===== src/spi_busy_pkg.sv =====
package spi_busy_pkg;

  // ---------------------------------------------------------------
  // Word layout
  // ---------------------------------------------------------------
  localparam int HDR_BITS = 10;
  localparam int ADDR_BITS = 9;
  localparam int DATA_BITS = 16;
  localparam int WORD_BITS = HDR_BITS + DATA_BITS;

  typedef logic [4:0] cycles_t;
  typedef logic [1:0] gap_t;
  typedef logic [ADDR_BITS-1:0] addr_t;
  typedef logic [DATA_BITS-1:0] data_t;
  typedef logic [WORD_BITS-1:0] word_t;

  // ---------------------------------------------------------------
  // Timing counts, in serial clock rising edges
  // ---------------------------------------------------------------
  localparam cycles_t WORD_LEN = 5'h1a;
  localparam gap_t MIN_GAP_EDGES = 2'h3;
  localparam cycles_t BUSY_MIN = 5'h03;
  localparam cycles_t BUSY_MAX = 5'h1a;
  localparam cycles_t DAC_LEAD = 5'h04;
  localparam cycles_t DAC_MARK = DAC_LEAD + 5'h01;
  localparam cycles_t BIT_CNT_TOP = 5'h1f;

  // Default busy lengths per preceding instruction type
  localparam cycles_t BUSY_WRITE_DEF = 5'h0c;
  localparam cycles_t BUSY_READ_DEF = 5'h03;
  localparam cycles_t BUSY_RESET_DEF = 5'h08;

  // Serial word framing
  typedef enum logic {PH_IDLE, PH_SHIFT} phase_t;

endpackage : spi_busy_pkg


===== src/busy_link_if.sv =====
interface busy_link_if;
  import spi_busy_pkg::*;

  logic tick;
  logic start;
  logic clear;
  logic isWrite;
  cycles_t len;
  logic busyN;
  logic dacStart;

  modport ctrl (output tick, output start, output clear, output isWrite, output len,
                input busyN, input dacStart);
  modport timer (input tick, input start, input clear, input isWrite, input len,
                 output busyN, output dacStart);

endinterface : busy_link_if


===== src/busy_timer.sv =====
module busy_timer
  import spi_busy_pkg::*;
(
  input wire logic sys_clk,
  input wire logic reset_n,
  busy_link_if.timer link
);

  // ---------------------------------------------------------------
  // State
  // ---------------------------------------------------------------
  typedef struct packed {
    logic busyN;
    logic dacStart;
    logic isWrite;
    cycles_t cnt;
  } timer_t;

  localparam timer_t TIMER_RESET = '{busyN: 1'h1, dacStart: 1'h0, isWrite: 1'h0, cnt: 5'h00};

  timer_t s;
  timer_t next_s;

  // Busy countdown, advanced only by serial clock edges
  always_comb
  begin
    next_s = s;
    next_s.dacStart = 1'h0;
    if (link.clear)
    begin
      next_s = TIMER_RESET;
    end
    else if (link.tick)
    begin
      if (!s.busyN)
      begin
        if (s.cnt == 5'h01)
        begin
          next_s.busyN = 1'h1;
        end
        if (s.isWrite && s.cnt == DAC_MARK)
        begin
          next_s.dacStart = 1'h1;
        end
        next_s.cnt = s.cnt - 5'h01;
      end
      else if (link.start)
      begin
        next_s.busyN = 1'h0;
        next_s.cnt = link.len;
        next_s.isWrite = link.isWrite;
      end
    end
  end

  // State register
  always_ff @(posedge sys_clk or negedge reset_n)
  begin
    if (!reset_n)
    begin
      s <= TIMER_RESET;
    end
    else
    begin
      s <= next_s;
    end
  end

  assign link.busyN = s.busyN;
  assign link.dacStart = s.dacStart;
endmodule : busy_timer


===== src/serial_port_busy_handshake.sv =====
// Functional notes
// - Busy asserts on first rising edge after valid release or reset release.
// - Busy lasts 3 to 26 cycles, length fixed by preceding instruction type.
// - Busy releases on a rising serial clock edge after its count.
// - Converter update starts four cycles before busy release, after writes.
// - Serial output is high impedance unless chip select is asserted.
// - Serial input is sampled on the rising serial clock edge.
// - Each new serial output bit launches from the rising edge.
// - Reset acts on assertion; release is recognised at a rising edge.
// - Readout returns read/write low, then 9 echoed header bits, then 16 data.
module serial_port_busy_handshake
  import spi_busy_pkg::*;
#(
  parameter cycles_t BUSY_WRITE_LEN = BUSY_WRITE_DEF,
  parameter cycles_t BUSY_READ_LEN = BUSY_READ_DEF,
  parameter cycles_t BUSY_RESET_LEN = BUSY_RESET_DEF
)
(
  input wire logic sys_clk,
  input wire logic reset_n,
  input wire logic sclk,
  input wire logic csN,
  input wire logic sdi,
  input wire logic async_reset_n,
  input wire data_t rdData,
  output logic sdo,
  output logic sdoEn,
  output logic busyN,
  output logic dacUpdate,
  output logic wrStrobe,
  output addr_t wrAddr,
  output data_t wrData,
  output addr_t rdAddr
);

  // ---------------------------------------------------------------
  // State
  // ---------------------------------------------------------------
  typedef struct packed {
    logic [2:0] sclkS;
    logic [1:0] csS;
    logic [1:0] sdiS;
    logic [1:0] rstS;
    phase_t phase;
    cycles_t bitCnt;
    gap_t gapCnt;
    logic frameOk;
    word_t inShift;
    word_t outShift;
    logic sdo;
    logic sdoEn;
    addr_t rdHdr;
    logic wrStrobe;
    addr_t wrAddr;
    data_t wrData;
    logic pendStart;
    logic pendWrite;
    cycles_t pendLen;
  } port_t;

  // Edge detector starts all ones, so a clock pin idling high gives no false rise
  localparam port_t PORT_RESET = '{
    sclkS: 3'h7, csS: 2'h3, sdiS: 2'h0, rstS: 2'h0, phase: PH_IDLE,
    bitCnt: 5'h00, gapCnt: MIN_GAP_EDGES, frameOk: 1'h0, inShift: '0, outShift: '0,
    sdo: 1'h0, sdoEn: 1'h0, rdHdr: '0, wrStrobe: 1'h0, wrAddr: '0, wrData: '0,
    pendStart: 1'h1, pendWrite: 1'h0, pendLen: BUSY_RESET_LEN};

  port_t s;
  port_t next_s;
  logic rise;
  logic csHigh;
  logic portUp;

  busy_link_if link ();

  busy_timer u_timer (
    .sys_clk(sys_clk),
    .reset_n(reset_n),
    .link(link.timer)
  );

  // Synchronised pin views
  assign rise = s.sclkS[1] & ~s.sclkS[2];
  assign csHigh = s.csS[1];
  assign portUp = s.rstS[1];

  // Busy timer requests
  assign link.tick = rise;
  assign link.start = s.pendStart & portUp;
  assign link.clear = ~portUp;
  assign link.len = s.pendLen;
  assign link.isWrite = s.pendWrite;

  // ---------------------------------------------------------------
  // Framing, shifting and busy scheduling
  // ---------------------------------------------------------------
  always_comb
  begin
    next_s = s;
    next_s.sclkS = {s.sclkS[1:0], sclk};
    next_s.csS = {s.csS[0], csN};
    next_s.sdiS = {s.sdiS[0], sdi};
    next_s.rstS = {s.rstS[0], async_reset_n};
    next_s.wrStrobe = 1'h0;
    // Pending busy start is consumed by the first edge the timer accepts
    if (rise && s.pendStart && portUp && link.busyN)
    begin
      next_s.pendStart = 1'h0;
    end
    if (!portUp)
    begin
      // Port reset held: abandon any frame, schedule a busy period
      next_s.phase = PH_IDLE;
      next_s.sdoEn = 1'h0;
      next_s.gapCnt = MIN_GAP_EDGES;
      next_s.pendStart = 1'h1;
      next_s.pendWrite = 1'h0;
      next_s.pendLen = BUSY_RESET_LEN;
    end
    else
    begin
      case (s.phase)
        PH_IDLE:
        begin
          next_s.sdoEn = 1'h0;
          if (rise && s.gapCnt != MIN_GAP_EDGES)
          begin
            next_s.gapCnt = s.gapCnt + 2'h1;
          end
          if (!csHigh)
          begin
            // Select: drive the read/write position low first, then the echo header
            next_s.phase = PH_SHIFT;
            next_s.bitCnt = 5'h00;
            next_s.frameOk = (s.gapCnt == MIN_GAP_EDGES);
            next_s.sdoEn = 1'h1;
            next_s.sdo = 1'h0;
            next_s.outShift = {s.rdHdr, rdData, 1'h0};
          end
        end
        PH_SHIFT:
        begin
          if (csHigh)
          begin
            next_s.phase = PH_IDLE;
            next_s.sdoEn = 1'h0;
            next_s.gapCnt = 2'h0;
            if (s.frameOk && s.bitCnt == WORD_LEN)
            begin
              next_s.pendStart = 1'h1;
              if (s.inShift[WORD_BITS-1])
              begin
                next_s.rdHdr = s.inShift[WORD_BITS-2:DATA_BITS];
                next_s.pendWrite = 1'h0;
                next_s.pendLen = BUSY_READ_LEN;
              end
              else
              begin
                next_s.wrStrobe = 1'h1;
                next_s.wrAddr = s.inShift[WORD_BITS-2:DATA_BITS];
                next_s.wrData = s.inShift[DATA_BITS-1:0];
                next_s.pendWrite = 1'h1;
                next_s.pendLen = BUSY_WRITE_LEN;
              end
            end
          end
          else if (rise)
          begin
            next_s.inShift = {s.inShift[WORD_BITS-2:0], s.sdiS[1]};
            next_s.sdo = s.outShift[WORD_BITS-1];
            next_s.outShift = {s.outShift[WORD_BITS-2:0], 1'h0};
            if (s.bitCnt != BIT_CNT_TOP)
            begin
              next_s.bitCnt = s.bitCnt + 5'h01;
            end
          end
        end
        default:
        begin
          next_s.phase = PH_IDLE;
        end
      endcase
    end
  end

  // State register
  always_ff @(posedge sys_clk or negedge reset_n)
  begin
    if (!reset_n)
    begin
      s <= PORT_RESET;
    end
    else
    begin
      s <= next_s;
    end
  end

  // Outputs, all straight from flip-flops
  assign sdo = s.sdo;
  assign sdoEn = s.sdoEn;
  assign busyN = link.busyN;
  assign dacUpdate = link.dacStart;
  assign wrStrobe = s.wrStrobe;
  assign wrAddr = s.wrAddr;
  assign wrData = s.wrData;
  assign rdAddr = s.rdHdr;
endmodule : serial_port_busy_handshake


===== config.mk =====
export PLATFORM = sky130hd
export DESIGN_NAME = serial_port_busy_handshake
export DESIGN_NICKNAME = d
export VERILOG_FILES = /design/src/spi_busy_pkg.sv /design/src/busy_link_if.sv /design/src/busy_timer.sv /design/src/serial_port_busy_handshake.sv
export SDC_FILE = /design/constraint.sdc
export NUM_CORES = 1
export LEC_CHECK = 0
export BUFFER_PORTS_ARGS = -buffer_cell sky130_fd_sc_hd__buf_2
export CORE_ASPECT_RATIO = 2
export CORE_UTILIZATION = 40
export CTS_CLUSTER_DIAMETER = 80
export DETAILED_ROUTE_END_ITERATION = 6
export PLACE_DENSITY = 0.71
export RECOVER_POWER = 50
export SLEW_MARGIN = 20
export SYNTH_ARGS = -nofsm -noshare
export SYNTH_HDL_FRONTEND = slang
export SYNTH_SLANG_ARGS = --single-unit

===== constraint.sdc =====
create_clock -name sys_clk -period 2 [get_ports sys_clk]
set_clock_uncertainty 0.15 [all_clocks]
set_input_delay 0.3 -clock sys_clk [delete_from_list [all_inputs] [get_ports sys_clk]]
set_output_delay 0.3 -clock sys_clk [all_outputs]
set_load 0.05 [all_outputs]

==> metrics.md <==
| Metric | Value |
|---|---|
| Crit-path max cell delay | `400 ps` |
| WP data required | `2140 ps` |
| Largest net degree at the start of global routing | `53` |
| Routed via count | `3316` |
| Leak | `3.11 nW` |
| Clock Tree Buf Depth | `2` |
| IO Pins | `61` |
| Vias per Instance | `5.26` |
| Origin of the critical flop-to-flop path | `s[99]$_DFFE_PN0P_` |
| Critical path destination | `wrData[10]$_DFFE_PN0P_` |
| FMAX | `490 MHz` |
| Asr flop ratio synth | `100%` |
| Worst hold path class | `in2reg` |
| EDFF count, synth | `0` |
| DIE HEIGHT | `161 um` |
| Share of layout cells above drive strength 1 | `43.4%` |
| Commonest non-fill, non-tap cell in the layout | `dfrtp_1` |
| GPL Wtd Cong | `0.843` |
| Post-route cell area | `0.00641 sq mm` |
| Final setup violation count | `15` |
| Top_reg_cell synth | `dfrtp_1` |
| Top post-synthesis cells by area | `dfrtp_1 53%, mux2_2 11%, buf_4 5.3%` |
| Peak supply drop | `0.873 mV` |
| Die area | `0.0132 sq mm` |
| Compound-gate portion of the synthesized area | `9.47%` |
| Final hold vios | `0` |
| Final Slew Violations | `0` |
| Clk Latency, worst-skew pair | `410 ps` |
| Mapped cell area | `0.00507 sq mm` |
| DP Worst Slack | `-80.4 ps` |
| Mapped Avg Cell Area | `12.5 sq um` |
| Initial antenna violation count | `0` |
| Worst path top cell family by delay | `buffers and inverters` |
| Setup crit start | `s[99]$_DFFE_PN0P_` |
| Number of core rows | `57` |
| Yosys top cell area share | `53.3%` |
| Status | `complete, but fails checks` |
| H-tree lvl count | `4` |
| Seq/Total Area, Yosys | `58.5%` |
| Yosys warnings | `0` |
| Flop2flop setup slack | `-40 ps` |
| CTS sink cnt | `118` |
| Post-DP Area | `0.00547 sq mm` |
| Final wirelength | `10800 um` |
| Slew margin rel. | `53.5%` |
| RSZ-0062 raised after global routing | `yes` |
| Setup crit end kind | `flop` |
| Syn nets | `435` |
| Setup ws final | `-39.5 ps` |
| Reg-to-reg endpoint | `wrData[10]$_DFFE_PN0P_` |
| Vias in the first global route | `3454` |
| WL/cell | `17.1 um` |
| 1st-iter DRT viols | `269` |
| Core Region | `0.0123 sq mm` |
| Filler cell count | `1047` |
| Grt total ovfl | `0` |
| DP HPWL | `6710 um` |
| ANT cells | `0` |
| Clk root buf | `clkbuf_16` |
| Critical Path, Cell by Cell | `buf_4 > inv_1 > ha_2 > nand4_4 > nor3b_4 > buf_6 > clkbuf_16 > mux2_2` |
| Adder-cell share of the synthesized area | `1.48%` |
| Setup CP Type | `reg2reg` |
| Clock tree from TritonCTS | `done` |
| Starting Density | `41.3%` |
| Num CTS Buffers | `17` |
| Clock-pin slew on the worst setup and hold paths | `60 ps` |
| PortBufs | `60` |
| Post-synthesis mux area share | `14.1%` |
| Most frequent cells in the layout | `108 x dfrtp_1, 59 x buf_2, 45 x mux2_2` |
| First-pass GRT wire length | `16400 um` |
| Worst path arrival time | `2180 ps` |
| First drt pass iteration count | `4` |
| Nets | `499` |
| Crit-path max FO | `6` |
| Area Growth Syn to Fin | `26.4%` |
| R2R depth | `8` |
| DRC | `0` |
| Fin crit share | `102%` |
| WP depth | `8` |
| Largest area contributor in the netlist | `dfrtp_1` |
| Power per cell area | `943 mW/mm^2` |
| Min Tclk post-route | `2040 ps` |
| Critical-path top delay cell | `dfrtp_1` |
| Syn Inst Count | `407` |
| XOR/XNOR Fraction of Synth Area | `0.173%` |
| Worst slew pin tran | `697 ps` |
| Simple-gate portion of the synthesized area | `8.78%` |
| Die extent in x | `81.6 um` |
| GRT Total Usage | `16.6%` |
| Post-synth cell types | `45` |
| Synthesized flop and latch total | `118` |
| CP Launch Type | `flop` |
| Routed Antenna Nets | `0` |
| Max Cap Viol | `0` |
| Failing checks | `setup timing` |
| WP buf/inv | `4` |
| Largest family of logic cells by synthesized area | `multiplexers` |
## power breakdown
group	internal, W	leakage, nW	switching [W]
Combinational	0.000123	1.23	0.000179
Sequential	0.00248	1.58	0.0000573
Clock	0.00210	0.297	0.00111
Total	0.00470	3.11	0.00134
## worst min-delay path: stages
cell and delay (ps):
buf_2 80, a22oi_1 50, o21ai_0 130
## routing by layer
layer	track usage [%]	part of all wire (%)	vias to the layer above
met3	4.46	3.9	23
met2	28.2	56	76
met5	0	0	-
met1	18.3	37	1677
li1	-	-	1540
met4	8.93	3.2	0
## state kept, by name, indices dropped and copies added, names as in the netlist
signal / cells
csHigh: 1
link.len: 3
portUp: 1
wrAddr: 9
sdoEn: 1
sdo: 1
next_s: 5
s: 63
u_timer.s: 6
u_timer.link.busyN: 1
wrStrobe: 1
rdAddr: 9
wrData: 16
u_timer.link.dacStart: 1
## cell type report
cell class / instances / area, sq um / area share, %
Inverter: 7 / 26.3 / 0.410
Timing Repair Buffer: 98 / 744 / 11.6
Clock buffer: 18 / 429 / 6.70
Tap cell: 147 / 184 / 2.87
Multi-Input combinational cell: 229 / 1860 / 29.0
Clock inverter: 14 / 200 / 3.12
Sequential cell: 118 / 2970 / 46.3
## logic make-up after synthesis
logic type | Yosys count
flops | 118
simple gates | 85
compound gates | 73
mux | 64
buf+inv | 60
fa+ha+maj | 6
xor+xnor | 1
## how the worst min path moves through the flow
stage                from                       to  slack [ps]  cells past startpoint
2_1_floorplan     reset_n  link.len[1]$_DFFE_PN0P_        -150                      0
3_3_place_gp      reset_n    wrData[5]$_DFFE_PN0P_          70                      1
3_5_place_dp      reset_n    wrData[5]$_DFFE_PN0P_          80                      1
4_1_cts         rdData[4]        s[49]$_DFFE_PN0P_          30                      3
5_1_grt         rdData[1]        s[46]$_DFFE_PN0P_          50                      3
6_report       rdData[11]        s[56]$_DFFE_PN0P_          50                      3
## through the flow
step	std cells	TNS, ps	hold WS (ps)	utilization [%]	total power [W]
finish	631	-203	45.6	52.2	0.00604
global placement	583	0	73.8	44.6	0.00286
global route	631	-3030	52.7	52.2	0.00626
floorplan	407	-3710	-146	-	0.00273
detailed placement	583	-360	77.4	44.6	0.00288
CTS	623	-2.49	33.4	50.5	0.00611
## what timing repair did
action,in CTS,in global routing
pin swaps,5,5
setup endpoints to repair,24,37
cloned,0,5
endpoints found under the hold margin,63,0
resized for setup,5,23
setup buffers,2,3
hold buffers,6,0
## synthesized netlist by cell type (2+ instances only)
master,instances
dfrtp_1,108
a21boi_0,3
buf_4,36
o31ai_1,2
nand2_1,39
clkbuf_1,12
dfstp_2,10
a22oi_1,25
mux2_2,51
buf_2,3
a22o_1,4
a21oi_1,2
mux2i_1,3
ha_1,6
nor3b_1,3
mux2_1,10
nor2_1,6
or4_1,2
o21ai_0,29
nor3_1,5
nor2b_1,3
inv_1,6
o221ai_1,2
buf_6,2
nand3_1,8
nand2b_1,8
Note: power is estimated with default switching activity, not from simulation.
